===== src/spx_pkg.sv =====
// Package of constants for the stack pointer extended instruction block
package spx_pkg;
  // ----------------------------------------------------------------
  // Widths
  // ----------------------------------------------------------------
  localparam int PTR_W = 12;
  localparam int PC_W = 21;
  localparam int BSR_W = 4;
  localparam int DATA_W = 8;
  localparam int INSTR_W = 16;
  // ----------------------------------------------------------------
  // Opcode fields and encodings
  // ----------------------------------------------------------------
  localparam logic [7:0] OPC_PUSH_LITERAL = 8'hFA;
  localparam logic [7:0] OPC_PTR_SUBTRACT = 8'hE9;
  localparam logic [7:0] OPC_PTR_ADD = 8'hE8;
  localparam logic [7:0] OPC_MOVE_INDEXED = 8'hEB;
  localparam logic [15:0] OPC_CALL_W = 16'h0014;
  localparam int SEL_POS = 6;
  localparam int ACCESS_POS = 8;
  localparam logic [1:0] SEL_RETURN = 2'h3;
  localparam logic [1:0] SEL_STACK = 2'h2;
  localparam logic [1:0] SEL_PTR1 = 2'h1;
  localparam logic [1:0] SEL_PTR0 = 2'h0;
  // ----------------------------------------------------------------
  // Addressing constants
  // ----------------------------------------------------------------
  localparam logic [7:0] OFFSET_LIMIT = 8'h5F;
  localparam logic [3:0] ACCESS_LOW_BANK = 4'h0;
  localparam logic [3:0] ACCESS_HIGH_BANK = 4'hF;
  // ----------------------------------------------------------------
  // Reset values and cycle counts
  // ----------------------------------------------------------------
  localparam logic [11:0] RST_PTR = 12'h000;
  localparam logic [20:0] RST_PC = 21'h000000;
  localparam logic RST_EXT_ENABLE = 1'b0;
  localparam int RETURN_CYCLES = 2;
  // ----------------------------------------------------------------
  // Execution states
  // ----------------------------------------------------------------
  typedef enum logic [1:0] {
    ST_RUN = 2'b01,
    ST_NOP = 2'b10
  } spx_state_t;
endpackage : spx_pkg


===== src/spx_addr_resolve.sv =====
// Operand address resolution for access-bit instructions
`timescale 1ns/1ps
module spx_addr_resolve
  import spx_pkg::*;
(
  input wire logic [7:0] file_arg,
  input wire logic access_bit,
  input wire logic ext_enable,
  input wire logic [spx_pkg::PTR_W-1:0] stack_ptr,
  input wire logic [spx_pkg::BSR_W-1:0] bank_sel,
  output logic [spx_pkg::PTR_W-1:0] addr
);
  // ----------------------------------------------------------------
  // Address mux
  // ----------------------------------------------------------------
  // Low arguments index off the stack pointer only in extended mode; with
  // the pointer at zero this lands on the same low access bank cells
  always_comb
  begin
    if (ext_enable && !access_bit && (file_arg <= OFFSET_LIMIT))
      addr = stack_ptr + {4'h0, file_arg}; // [RULE_08] [RULE_11]
    else if (!access_bit && (file_arg <= OFFSET_LIMIT))
      addr = {ACCESS_LOW_BANK, file_arg}; // [RULE_07]
    else if (!access_bit)
      addr = {ACCESS_HIGH_BANK, file_arg}; // [RULE_07]
    else
      addr = {bank_sel, file_arg}; // [RULE_07]
  end
endmodule : spx_addr_resolve


===== src/spx_core.sv =====
// Executes pointer push and subtract ops and resolves indexed operands
// Overview of operation
// RULE_01: Push stores literal at stack pointer address
// RULE_02: Push then decrements stack pointer, one cycle
// RULE_03: Pointer subtract takes literal from selected pointer
// RULE_04: Subtract-return adjusts stack pointer, loads return address
// RULE_05: Subtract-return spends second cycle doing nothing
// RULE_06: Selector three means subtract-return on stack pointer
// RULE_07: Disabled mode uses file address literally
// RULE_08: Enabled, low unbanked argument offsets stack pointer
// RULE_09: Offsetting covers all access-bit instructions
// RULE_10: One enable gates new opcodes and offsetting
// RULE_11: Zero stack pointer reproduces plain access mapping
// RULE_12: Enable configuration bit defaults to zero
// RULE_13: Pointer arithmetic wraps, visible to next instruction
`timescale 1ns/1ps
module spx_core
  import spx_pkg::*;
#(
  parameter int PTR_W = spx_pkg::PTR_W,
  parameter int PC_W = spx_pkg::PC_W
)
(
  input wire logic ref_clk,
  input wire logic rst,
  input wire logic instr_valid,
  input wire logic [spx_pkg::INSTR_W-1:0] instr,
  input wire logic extended_set_enable,
  input wire logic [spx_pkg::BSR_W-1:0] bank_select_reg,
  input wire logic [PC_W-1:0] return_stack_top,
  output logic [PTR_W-1:0] ptr0,
  output logic [PTR_W-1:0] ptr1,
  output logic [PTR_W-1:0] stack_pointer_reg,
  output logic mem_we,
  output logic [PTR_W-1:0] mem_addr,
  output logic [spx_pkg::DATA_W-1:0] mem_wdata,
  output logic operand_valid,
  output logic [PTR_W-1:0] operand_addr,
  output logic pc_load,
  output logic [PC_W-1:0] pc_value,
  output logic stall,
  output logic illegal_op,
  output logic ext_active
);
  import spx_pkg::*;

  // ----------------------------------------------------------------
  // Decode helpers
  // ----------------------------------------------------------------
  // Any opcode of the extended group, valid only when the set is on
  function automatic logic is_ext_op(input logic [15:0] op);
    is_ext_op = (op[15:8] == OPC_PUSH_LITERAL) || (op[15:8] == OPC_PTR_SUBTRACT) ||
                (op[15:8] == OPC_PTR_ADD) || (op[15:8] == OPC_MOVE_INDEXED) ||
                (op == OPC_CALL_W);
  endfunction : is_ext_op

  // Byte and bit oriented ops carry the access bit at bit 8
  function automatic logic has_access_bit(input logic [15:0] op);
    has_access_bit = ((op[15:12] >= 4'h1) && (op[15:12] <= 4'hB)) ||
                     (op[15:9] == 7'h01) || (op[15:10] == 6'h01);
  endfunction : has_access_bit

  spx_state_t state;
  spx_state_t next_state;
  logic accept;
  logic [PTR_W-1:0] resolved_addr;
  logic [PTR_W-1:0] next_ptr0;
  logic [PTR_W-1:0] next_ptr1;
  logic [PTR_W-1:0] next_sp;
  logic next_mem_we;
  logic [PTR_W-1:0] next_mem_addr;
  logic [DATA_W-1:0] next_mem_wdata;
  logic next_operand_valid;
  logic [PTR_W-1:0] next_operand_addr;
  logic next_pc_load;
  logic [PC_W-1:0] next_pc_value;
  logic next_illegal;
  logic [PTR_W-1:0] lit6;

  // Second cycle of subtract-return refuses new instructions
  assign accept = instr_valid && (state == ST_RUN);
  assign lit6 = {{(PTR_W-6){1'b0}}, instr[5:0]};

  // ----------------------------------------------------------------
  // Operand address
  // ----------------------------------------------------------------
  spx_addr_resolve u_resolve (
    .file_arg(instr[7:0]),
    .access_bit(instr[ACCESS_POS]),
    .ext_enable(ext_active),
    .stack_ptr(stack_pointer_reg),
    .bank_sel(bank_select_reg),
    .addr(resolved_addr)
  );

  // ----------------------------------------------------------------
  // Configuration bit
  // ----------------------------------------------------------------
  // Follows the strap after reset; one enable drives both features
  always_ff @(posedge ref_clk)
  begin
    if (rst)
      ext_active <= RST_EXT_ENABLE; // [RULE_12]
    else
      ext_active <= extended_set_enable; // [RULE_10]
  end

  // ----------------------------------------------------------------
  // Execute next values
  // ----------------------------------------------------------------
  // All pointer math wraps at the pointer width by truncation
  always_comb
  begin
    next_state = ST_RUN;
    next_ptr0 = ptr0;
    next_ptr1 = ptr1;
    next_sp = stack_pointer_reg;
    next_mem_we = 1'b0;
    next_mem_addr = mem_addr;
    next_mem_wdata = mem_wdata;
    next_operand_valid = 1'b0;
    next_operand_addr = operand_addr;
    next_pc_load = 1'b0;
    next_pc_value = pc_value;
    next_illegal = 1'b0;
    if (accept)
    begin
      if (is_ext_op(instr) && !ext_active)
        next_illegal = 1'b1; // [RULE_10]
      else if (instr[15:8] == OPC_PUSH_LITERAL)
      begin
        next_mem_we = 1'b1; // [RULE_01]
        next_mem_addr = stack_pointer_reg; // [RULE_01]
        next_mem_wdata = instr[7:0]; // [RULE_01]
        next_sp = stack_pointer_reg - {{(PTR_W-1){1'b0}}, 1'b1}; // [RULE_02] [RULE_13]
      end
      else if (instr[15:8] == OPC_PTR_SUBTRACT)
      begin
        unique case (instr[7:SEL_POS])
          SEL_PTR0: next_ptr0 = ptr0 - lit6; // [RULE_03] [RULE_13]
          SEL_PTR1: next_ptr1 = ptr1 - lit6; // [RULE_03]
          SEL_STACK: next_sp = stack_pointer_reg - lit6; // [RULE_03]
          SEL_RETURN:
          begin
            next_sp = stack_pointer_reg - lit6; // [RULE_04] [RULE_06]
            next_pc_load = 1'b1; // [RULE_04]
            next_pc_value = return_stack_top; // [RULE_04]
            next_state = ST_NOP; // [RULE_05]
          end
        endcase
      end
      else if (has_access_bit(instr))
      begin
        next_operand_valid = 1'b1; // [RULE_09]
        next_operand_addr = resolved_addr; // [RULE_07] [RULE_08]
      end
    end
  end

  // ----------------------------------------------------------------
  // Registers
  // ----------------------------------------------------------------
  always_ff @(posedge ref_clk)
  begin
    if (rst)
    begin
      state <= ST_RUN;
      ptr0 <= RST_PTR;
      ptr1 <= RST_PTR;
      stack_pointer_reg <= RST_PTR;
      mem_we <= 1'b0;
      mem_addr <= RST_PTR;
      mem_wdata <= 8'h00;
      operand_valid <= 1'b0;
      operand_addr <= RST_PTR;
      pc_load <= 1'b0;
      pc_value <= RST_PC;
      stall <= 1'b0;
      illegal_op <= 1'b0;
    end
    else
    begin
      state <= next_state;
      ptr0 <= next_ptr0;
      ptr1 <= next_ptr1;
      stack_pointer_reg <= next_sp;
      mem_we <= next_mem_we;
      mem_addr <= next_mem_addr;
      mem_wdata <= next_mem_wdata;
      operand_valid <= next_operand_valid;
      operand_addr <= next_operand_addr;
      pc_load <= next_pc_load;
      pc_value <= next_pc_value;
      stall <= (next_state == ST_NOP); // [RULE_05]
      illegal_op <= next_illegal;
    end
  end

  // ----------------------------------------------------------------
  // Assertions
  // ----------------------------------------------------------------
  logic go_push;
  logic go_sub;
  logic go_ret;
  logic go_low;
  assign go_push = accept && ext_active && (instr[15:8] == OPC_PUSH_LITERAL);
  assign go_sub = accept && ext_active && (instr[15:8] == OPC_PTR_SUBTRACT);
  assign go_ret = go_sub && (instr[7:SEL_POS] == SEL_RETURN);
  assign go_low = accept && has_access_bit(instr) && !instr[ACCESS_POS] &&
                  (instr[7:0] <= OFFSET_LIMIT);

  property p_push_store;
    @(posedge ref_clk) disable iff (rst)
    go_push |=> mem_we && (mem_addr == $past(stack_pointer_reg)) &&
                (mem_wdata == $past(instr[7:0]));
  endproperty
  a_push_store: assert property (p_push_store) else $error("push store wrong"); // [RULE_01]

  property p_push_dec;
    @(posedge ref_clk) disable iff (rst)
    go_push |=> (stack_pointer_reg == $past(stack_pointer_reg) - 12'h001) && !stall;
  endproperty
  a_push_dec: assert property (p_push_dec) else $error("push decrement wrong"); // [RULE_02]

  property p_sub_ptr0;
    @(posedge ref_clk) disable iff (rst)
    go_sub && (instr[7:SEL_POS] == SEL_PTR0) |=>
      (ptr0 == $past(ptr0) - {6'h00, $past(instr[5:0])}) && (ptr1 == $past(ptr1));
  endproperty
  a_sub_ptr0: assert property (p_sub_ptr0) else $error("pointer subtract wrong"); // [RULE_03]

  property p_ret_pc;
    @(posedge ref_clk) disable iff (rst)
    go_ret |=> pc_load && (pc_value == $past(return_stack_top)) &&
               (stack_pointer_reg == $past(stack_pointer_reg) - {6'h00, $past(instr[5:0])});
  endproperty
  a_ret_pc: assert property (p_ret_pc) else $error("subtract-return wrong"); // [RULE_04]

  property p_ret_two;
    @(posedge ref_clk) disable iff (rst)
    go_ret |=> stall ##1 (!stall && !pc_load && !mem_we && !operand_valid);
  endproperty
  a_ret_two: assert property (p_ret_two) else $error("return not two cycles"); // [RULE_05]

  property p_ret_sp_only;
    @(posedge ref_clk) disable iff (rst)
    go_ret |=> (ptr0 == $past(ptr0)) && (ptr1 == $past(ptr1));
  endproperty
  a_ret_sp_only: assert property (p_ret_sp_only) else $error("return touched other ptr"); // [RULE_06]

  property p_literal_addr;
    @(posedge ref_clk) disable iff (rst)
    go_low && !ext_active |=> operand_valid && (operand_addr == {4'h0, $past(instr[7:0])});
  endproperty
  a_literal_addr: assert property (p_literal_addr) else $error("literal address wrong"); // [RULE_07]

  property p_offset_addr;
    @(posedge ref_clk) disable iff (rst)
    go_low && ext_active |=>
      operand_valid && (operand_addr == $past(stack_pointer_reg) + {4'h0, $past(instr[7:0])});
  endproperty
  a_offset_addr: assert property (p_offset_addr) else $error("offset address wrong"); // [RULE_08]

  property p_disabled_ext;
    @(posedge ref_clk) disable iff (rst)
    accept && !ext_active && (instr[15:8] == OPC_PUSH_LITERAL) |=>
      illegal_op && !mem_we && $stable(stack_pointer_reg);
  endproperty
  a_disabled_ext: assert property (p_disabled_ext) else $error("disabled op executed"); // [RULE_10]

  c_push: cover property (@(posedge ref_clk) disable iff (rst) go_push);
  c_ret: cover property (@(posedge ref_clk) disable iff (rst) go_ret ##2 go_push);
  c_offset: cover property (@(posedge ref_clk) disable iff (rst) go_low && ext_active);
  c_illegal: cover property (@(posedge ref_clk) disable iff (rst) illegal_op);
endmodule : spx_core


===== config.mk =====
export PLATFORM = sky130hd
export DESIGN_NAME = spx_core
export DESIGN_NICKNAME = d
export VERILOG_FILES = /design/src/spx_pkg.sv /design/src/spx_addr_resolve.sv /design/src/spx_core.sv
export SDC_FILE = /design/constraint.sdc
export NUM_CORES = 1
export LEC_CHECK = 0
export ABC_AREA = 1
export BUFFER_PORTS_ARGS = -buffer_cell sky130_fd_sc_hd__buf_2
export CORE_UTILIZATION = 45
export DETAILED_ROUTE_END_ITERATION = 7
export HOLD_SLACK_MARGIN = 0.1
export PLACE_DENSITY = 0.75
export SYNTH_ARGS = -nofsm -noshare
export SYNTH_HDL_FRONTEND = slang
export SYNTH_SLANG_ARGS = --single-unit

===== constraint.sdc =====
create_clock -name ref_clk -period 3.05 [get_ports ref_clk]
set_clock_uncertainty 0.1 [all_clocks]
set_input_delay 0.305 -clock ref_clk [delete_from_list [all_inputs] [get_ports ref_clk]]
set_output_delay 0.305 -clock ref_clk [all_outputs]
set_load 0.1 [all_outputs]

==> results of run 1 <==
## area by class of cell
class	instances	area, um2	area share [%]
clock buffer	11	252.7	3.489
clock inverter	3	65.06	0.8981
inverter	106	400.4	5.527
multi-input combinational	667	3406	47.01
sequential	97	1942	26.80
tap	172	215.2	2.971
timing repair buffer	168	963.4	13.30
## kinds of logic after synthesis
group / synth area share [%]
AOI/OAI and AO/OA: 9.291
adders and majority gates: 6.841
buffers and inverters: 9.755
xor gates and xnor gates: 3.252
and+or+nand+nor: 38.09
DFF: 32.77
## through the flow
stage | hold WS [ps] | util [%] | area [um2] | cells | total power [uW]
2_1_floorplan | 312.0 | - | 5926 | 899 | 1600
3_5_place_dp | 378.2 | 52.87 | 6726 | 1190 | 1702
3_3_place_gp | 375.0 | 52.87 | 6726 | 1190 | 1700
5_1_grt | 121.0 | 56.94 | 7244 | 1224 | 3036
4_1_cts | 101.9 | 56.94 | 7244 | 1224 | 2957
6_report | 99.72 | 56.94 | 7244 | 1224 | 2937
## synth_stat cells (2+ instances only)
master,count
nor2_4,3
a21oi_1,54
buf_6,6
buf_2,7
nor2_8,2
xnor2_1,9
nand3b_1,6
nand3_1,49
or2_2,2
clkbuf_1,12
xor2_1,13
a31oi_1,2
nand2_1,227
and2_1,4
nand2_4,2
ha_1,26
buf_4,4
inv_1,100
nor2_1,171
dfxtp_1,97
nor3_1,6
nand4_1,24
inv_2,3
clkinv_1,2
nor2_2,4
o21ai_0,33
fa_1,4
nand2_8,2
o21ai_1,11
nand2_2,2
## per-layer routing
metal  GRT usage, %  share of wire [%]  routed length, um  vias up
li1               -                  -                  -     3143
met1          31.69                 46               7481     2732
met2          41.78                 45               7326      192
met3          5.449                6.9               1121       26
met4          10.38                2.4                386        0
met5              0                  0                  0        -
## where the power goes
group	switching, uW	internal (uW)	total [uW]
Sequential	8.52	1280	1290
Clock	485	753	1240
Combinational	293	115	408
## worst max-delay path by stage
stage / depth (start not counted) / endpoint
final: 16 / stack_pointer_reg[8]
after CTS: 16 / stack_pointer_reg[8]
after detailed placement: 16 / stack_pointer_reg[8]
after floorplan: 10 / stack_pointer_reg[8]
after global routing: 16 / stack_pointer_reg[8]
after global placement: 16 / stack_pointer_reg[8]
## worst max-delay path, cell delays in order
cell and delay [ps]:
buf_2 100, nand2_1 70, inv_1 50, nand2_1 160, nor2_8 90, inv_2 170, nand2_1 80, ha_1 220
fa_1 430, o31ai_1 440, nand2_1 130, nand2_1 80, nand2_1 40, nand2_1 70, nand3_1 70, a21oi_1 120
==> reports/metrics.cfg, run 1 <==
[min_path]
holdCritStartpoint=return_stack_top[14]
hold_depth=3
whs_endpoint=pc_value[14]
hold_path_class=in2reg

[die]
dieHeight_um=116.8
ios=140
core_area_um2=12720
die_w_um=116.8
start_util_pct=46.58
num_rows=41
die_area_um2=13630

[timing]
hold_viol=0
fin_crit_sh_pct=80.54
max_slew_margin_pct=56.32
timing.fmax_mhz=407.1
finalWorstPathRequiredPeriod_ps=2457
grt_setup_unrepaired=false
drv_slew=0
setup_tns_ps=0
worstMarginPinSlew_ps=650.8
fin_ws_ps=593.5
finalSetupViolCount=0

[routing]
first_pass_iters=5
wl_per_cell_um=13.33
ant_nets=0
drtIter0Drc=312
routed_wl_um=16320
drc=0
vias_per_cell=4.978
vias=6093

[yosys]
yosysSeqAreaShare_pct=32.77
syn_area_um2=5926
synth_cells=899
synth-edff-count=0
synth.top_cells.by_area=dfxtp_1, nand2_1, nor2_1
syn_avg_cell_area_um2=6.591
ys_ff_latch=97
synthFlopType=dfxtp_1
yosysWarningCount=0
async_flop_share_pct=0
synth.distinct_cells=42
synth_area_leader_cell=dfxtp_1
netlist.area_leader.share_pct=32.77
syn-num-nets=974

[cts]
post_cts_resized=0
cts_max_level=3
cts_tree=done
clk_path_buf_depth=2
cts.sinks=97
cts_setup_buffers=0
cts_made_buffers=9
cts_root_buf=clkbuf_16
clk_pin_slew_worst_paths_ps=70
cts-hold-fix-buffers=20
insertion_delay_ps=350

[placement]
post-place-ws_ps=266.0
place_hpwl_um=11640
port_buffers=139
place.gp.congestion=0.9095

[grt]
grt_pass1_vias=5601
grt_pass1_wl_um=26630
gr-total-overflow=0
track_usage_pct=25.19
grt_max_degree=46
antenna_found_initial=0

[pwr]
p_leak_uw=0.003947
peakVddDrop_uv=259.8
p_per_area_nw_per_um2=405.4

[finish]
drive_gt1_share_pct=18.06
final_cell_mix=nand2_1, nor2_1, buf_2
top_register=pc_value
largest_reg_flops=21
fillers=1284
antenna_cells=0
nNetsFinal=1124
final_common_cell=nand2_1
syn_to_final_growth_pct=22.26

[worst_setup_path]
r2r_start=stack_pointer_reg[0]
arrival_ps=2640
crit_type=in2reg
crit_start=instr[14]
worstSetupEndpointType=flop
required_ps=3230
r2r_cells=10
crit_path_max_fanout=9
rr_endpoint=stack_pointer_reg[8]
start_kind=input port
r2r_setup_slack_ps=770

[job]
cap_violations=0

[outcome]
status=finished, final reports clean

No activity file was read; power rests on OpenSTA's default activity.
==> run 2, diff against run 1 <==
==> constraint.sdc (replaced) <==
create_clock -name ref_clk -period 2.4 [get_ports ref_clk]
set_clock_uncertainty 0.1 [all_clocks]
set_input_delay 0.24 -clock ref_clk [delete_from_list [all_inputs] [get_ports ref_clk]]
set_output_delay 0.24 -clock ref_clk [all_outputs]
set_load 0.1 [all_outputs]
==> reports/metrics.cfg, run 2 (same netlist as run 1, synthesis figures left out) <==
[finish]
final_cell_mix=nand2_1, nor2_1, buf_2
final_common_cell=nand2_1
fin_cells=1240
drive_gt1_share_pct=19.57
fillers=1222
antenna_cells=0
fin_area_um2=7362
largest_reg_flops=21
nNetsFinal=1139
syn_to_final_growth_pct=24.24
top_register=pc_value

[routing]
vias_per_cell=4.877
drtIter0Drc=364
wl_per_cell_um=12.98
ant_nets=0
drc=0
first_pass_iters=5
vias=6048
routed_wl_um=16090

[worst_setup_path]
crit_path_max_fanout=3
start_kind=input port
critPathMaxStageDelay_ps=390
crit_chain=buf_2 -> nand2_1 -> inv_1 -> nand2_1 -> nor2_8 -> inv_2 -> nand2_1 -> ha_1 -> fa_1 -> o31ai_1 -> nand2_1 -> nand2_1 -> nand2_1 -> nand2_1 -> nand3_1 -> a21oi_1
crit_buf_inv=3
slowest_stage=fa_1
worstSetupEndpointType=flop
cp_top_family=simple AND/OR/NAND/NOR gates
crit_type=in2reg
arrival_ps=2270
required_ps=2580
cpMostUsedCell=nand2_1

[cts]
cts_max_level=3
clk_pin_slew_worst_paths_ps=60
insertion_delay_ps=350
clk_path_buf_depth=2
cts.sinks=97
cts_root_buf=clkbuf_16
cts_tree=done
cts_made_buffers=9
post_cts_resized=0

[timing]
setup_tns_ps=0
max_slew_margin_pct=59.00
hold_viol=0
finalWorstPathRequiredPeriod_ps=2086
worstMarginPinSlew_ps=615.0
drv_slew=0
finalSetupViolCount=0
timing.fmax_mhz=479.4
fin_crit_sh_pct=86.91
fin_ws_ps=314.1
grt_setup_unrepaired=false

[job]
cap_violations=0

[die]
ios=140
die_w_um=116.8
num_rows=41
core_area_um2=12720
start_util_pct=46.58
dieHeight_um=116.8
die_area_um2=13630

[grt]
grt_pass1_wl_um=26770
antenna_found_initial=0
gr-total-overflow=0
track_usage_pct=24.92
grt_pass1_vias=5730
grt_max_degree=62

[pwr]
peakVddDrop_uv=357.9
p_per_area_nw_per_um2=503.6
p_leak_uw=0.004010

[outcome]
status=finished, final reports clean

[placement]
place.gp.congestion=0.8940
post-place-ws_ps=-50.91
dp.cells=1203
place_hpwl_um=11510
port_buffers=139
place_area_um2=6832

[min_path]
hold_path_class=in2reg

[run 2: cell count changes in the layout (fill, tap and decap cells not counted)]
| cell | previous run | this run |
|---|---|---|
| dfxtp_1 | 97 | 91 |
| clkinv_4 | 0 | 1 |
| clkbuf_1 | 0 | 1 |
| buf_4 | 9 | 22 |
| clkinvlp_4 | 0 | 1 |
| dfxtp_2 | 0 | 6 |
| dlygate4sd3_1 | 20 | 22 |
| clkbuf_8 | 2 | 0 |
[run 2: final timing paths]
check	end	start	slack [ps]	depth (start not counted)
hold / removal	mem_wdata[4]	instr[4]	120	3
setup / recovery	stack_pointer_reg[8]	instr[14]	310	16
setup reg to reg	stack_pointer_reg[8]	stack_pointer_reg[0]	340	10
hold reg to reg	operand_addr[7]	operand_addr[7]	400	2
[run 2: layer usage]
layer,share of wire [%],routed length (um),global-route usage [%]
met5,0,0,0
met4,1.9,310,9.620
met3,7.6,1227,6.383
met2,44,7104,40.43
met1,46,7452,31.72
[run 2: area by class of cell]
type / instances / area, um2 / area share, %
multi-input combinational: 667 / 3406 / 46.26
sequential: 97 / 1949 / 26.48
timing repair buffer: 183 / 1081 / 14.68
inverter: 106 / 400.4 / 5.438
clock buffer: 10 / 229.0 / 3.110
tap: 172 / 215.2 / 2.923
clock inverter: 5 / 81.33 / 1.105
[run 2: tightest hold or removal path, delay by kind of cell]
family                 cells  cell delay, ps
buffers and inverters      1             140
and+or+nand+nor            2             150
[run 2: through the flow]
| stage | hold slack, ps | utilization [%] | total power, uW |
|---|---|---|---|
| 6_report | 121.3 | 57.87 | 3708 |
| 5_1_grt | 133.0 | 57.87 | 3845 |
| 4_1_cts | 115.7 | 57.87 | 3742 |
| 3_5_place_dp | 351.0 | 53.70 | 2174 |
| 3_3_place_gp | 347.6 | 53.70 | 2170 |
| 2_1_floorplan | 247.0 | - | 2034 |
[run 2: power by group]
part           internal [uW]  total (uW)  switching, uW
Clock                    908        1540            631
Sequential              1630        1640           11.1
Combinational            157         528            371
Total                   2690        3710           1010
[run 2: timing repair]
item                                   CTS  global route
hold buffers                            22             0
endpoints found under the hold margin   22             0
setup buffers                            0             0
==> run 3, diff against run 2 <==
--- a/config.mk
+++ b/config.mk
@@ -7,10 +7,10 @@
 export LEC_CHECK = 0
 export ABC_AREA = 1
 export BUFFER_PORTS_ARGS = -buffer_cell sky130_fd_sc_hd__buf_2
-export CORE_UTILIZATION = 45
+export CORE_UTILIZATION = 30
 export DETAILED_ROUTE_END_ITERATION = 7
 export HOLD_SLACK_MARGIN = 0.1
-export PLACE_DENSITY = 0.75
+export PLACE_DENSITY = 0.56
 export SYNTH_ARGS = -nofsm -noshare
 export SYNTH_HDL_FRONTEND = slang
 export SYNTH_SLANG_ARGS = --single-unit
==> reports/metrics.cfg, run 3 (same netlist as run 1, synthesis figures left out) <==
[outcome]
status=finished, final reports clean

[finish]
largest_reg_flops=21
nNetsFinal=1146
syn_to_final_growth_pct=27.64
final_common_cell=nand2_1
drive_gt1_share_pct=20.07
final_cell_mix=nand2_1, nor2_1, buf_2
antenna_cells=0
top_register=pc_value
fillers=2117

[grt]
grt_pass1_wl_um=27870
antenna_found_initial=0
gr-total-overflow=0
grt_pass1_vias=5530
met2_usage_pct=28.82
busiest_layer=met2
use_met3_pct=3.432
grt_max_degree=46
track_usage_pct=17.57
use_met1_pct=22.98

[timing]
finalWorstPathRequiredPeriod_ps=2193
finalSetupViolCount=0
setup_tns_ps=0
timing.fmax_mhz=455.9
grt_setup_unrepaired=false
drv_slew=0
hold_viol=0
max_slew_margin_pct=65.69
worstMarginPinSlew_ps=511.2
fin_crit_sh_pct=91.39
fin_ws_ps=206.7

[cts]
cts_max_level=3
cts_root_buf=clkbuf_16
cts_tree=done
cts.sinks=97
cts_made_buffers=9
insertion_delay_ps=350
clk_pin_slew_worst_paths_ps=70
clk_path_buf_depth=2

[routing]
vias_per_cell=4.435
first_pass_iters=4
ant_nets=0
routed_wl_um=17600
wl_per_cell_um=13.12
drc=0
vias=5948
drtIter0Drc=303

[worst_setup_path]
r2r_start=stack_pointer_reg[0]
crit_path_max_fanout=21
crit_type=in2reg
required_ps=2550
start_kind=input port
worstSetupEndpointType=flop
slowest_stage=dlygate4sd3_1
r2r_cells=8
arrival_ps=2340
r2r_setup_slack_ps=260
cpMostUsedCell=nor2_1
critPathMaxStageDelay_ps=520
crit_chain=dlygate4sd3_1 -> buf_2 -> inv_1 -> nor2_1 -> nand2_1 -> nor2_1 -> nand2_1 -> nand3_4 -> nand2_8 -> nand2_8 -> inv_4 -> nand2_4 -> nor2_1 -> nor2_1
rr_endpoint=stack_pointer_reg[4]

[placement]
place_hpwl_um=13100
post-place-ws_ps=-19.64
place.gp.congestion=0.8839
port_buffers=139

[pwr]
swShare_pct=28.06
peakVddDrop_uv=315.5
intPower_uw=2657
comb_power_share_pct=14.6
power.switching_uw=1037
p_per_area_nw_per_um2=488.3
seqPwrFrac_pct=44.4
pwr-share-clk_pct=41.0
p_leak_uw=0.004055

[die]
ios=140
dieHeight_um=142.5
start_util_pct=30.55
num_rows=51
die_area_um2=20320
die_w_um=142.5
core_area_um2=19400

[job]
cap_violations=0

[min_path]
whs_endpoint=mem_wdata[2]
hold_depth=3
hold_path_class=in2reg
holdCritStartpoint=instr[2]

[run 3: how the worst max path moves through the flow]
stage / startpoint / endpoint / slack [ps] / cells past startpoint
finish: instr[4] / mem_wdata[7] / 210 / 14
global route: instr[4] / stack_pointer_reg[1] / 10 / 12
CTS: instr[4] / pc_value[13] / 80 / 14
detailed placement: instr[14] / stack_pointer_reg[4] / -20 / 14
global placement: instr[14] / stack_pointer_reg[4] / 20 / 14
floorplan: stack_pointer_reg[2] / operand_addr[7] / 10 / 10
[run 3: worst max-delay path, delay by kind of cell]
kind                   cells  cell delay [ps]
AND/OR/NAND/NOR           10              990
buffers and inverters      4             1070
[run 3: final cells by class]
class | count | area, um2 | area share (%)
timing repair buffer | 190 | 1169 | 15.45
inverter | 106 | 400.4 | 5.294
clock buffer | 12 | 256.5 | 3.391
tap | 265 | 331.6 | 4.384
sequential | 97 | 1949 | 25.77
multi-input combinational | 667 | 3406 | 45.03
clock inverter | 4 | 51.30 | 0.6782
[run 3: layer usage]
layer,up-vias,wire (um)
met5,-,0
met4,0,196
met3,15,1132
met2,146,7771
met1,2596,8497
li1,3191,-
[run 3: repair_timing]
item | CTS | global route
hold endpoints to repair | 23 | 0
buffers inserted | 0 | 0
resized for setup | 0 | 2
hold buffers | 23 | 0
endpoints found under the setup margin | 0 | 21
[run 3: metrics by stage]
step	instances	util [%]	total power [uW]	hold slack [ps]	instance area (um2)
2_1_floorplan	899	-	2034	247.0	5933
3_3_place_gp	1302	36.18	2184	353.2	7018
3_5_place_dp	1302	36.18	2185	353.6	7018
4_1_cts	1341	38.95	3742	104.6	7556
5_1_grt	1341	38.99	3847	155.4	7564
6_report	1341	38.99	3694	118.0	7564
[run 3: power by group through the flow]
stage                     clock network (uW)  logic (uW)  registers (uW)
after floorplan                            0         215            1820
after global placement                     0         509            1680
after detailed placement                   0         509            1680
after CTS                               1560         540            1640
after global routing                    1620         582            1640
final                                   1520         539            1640
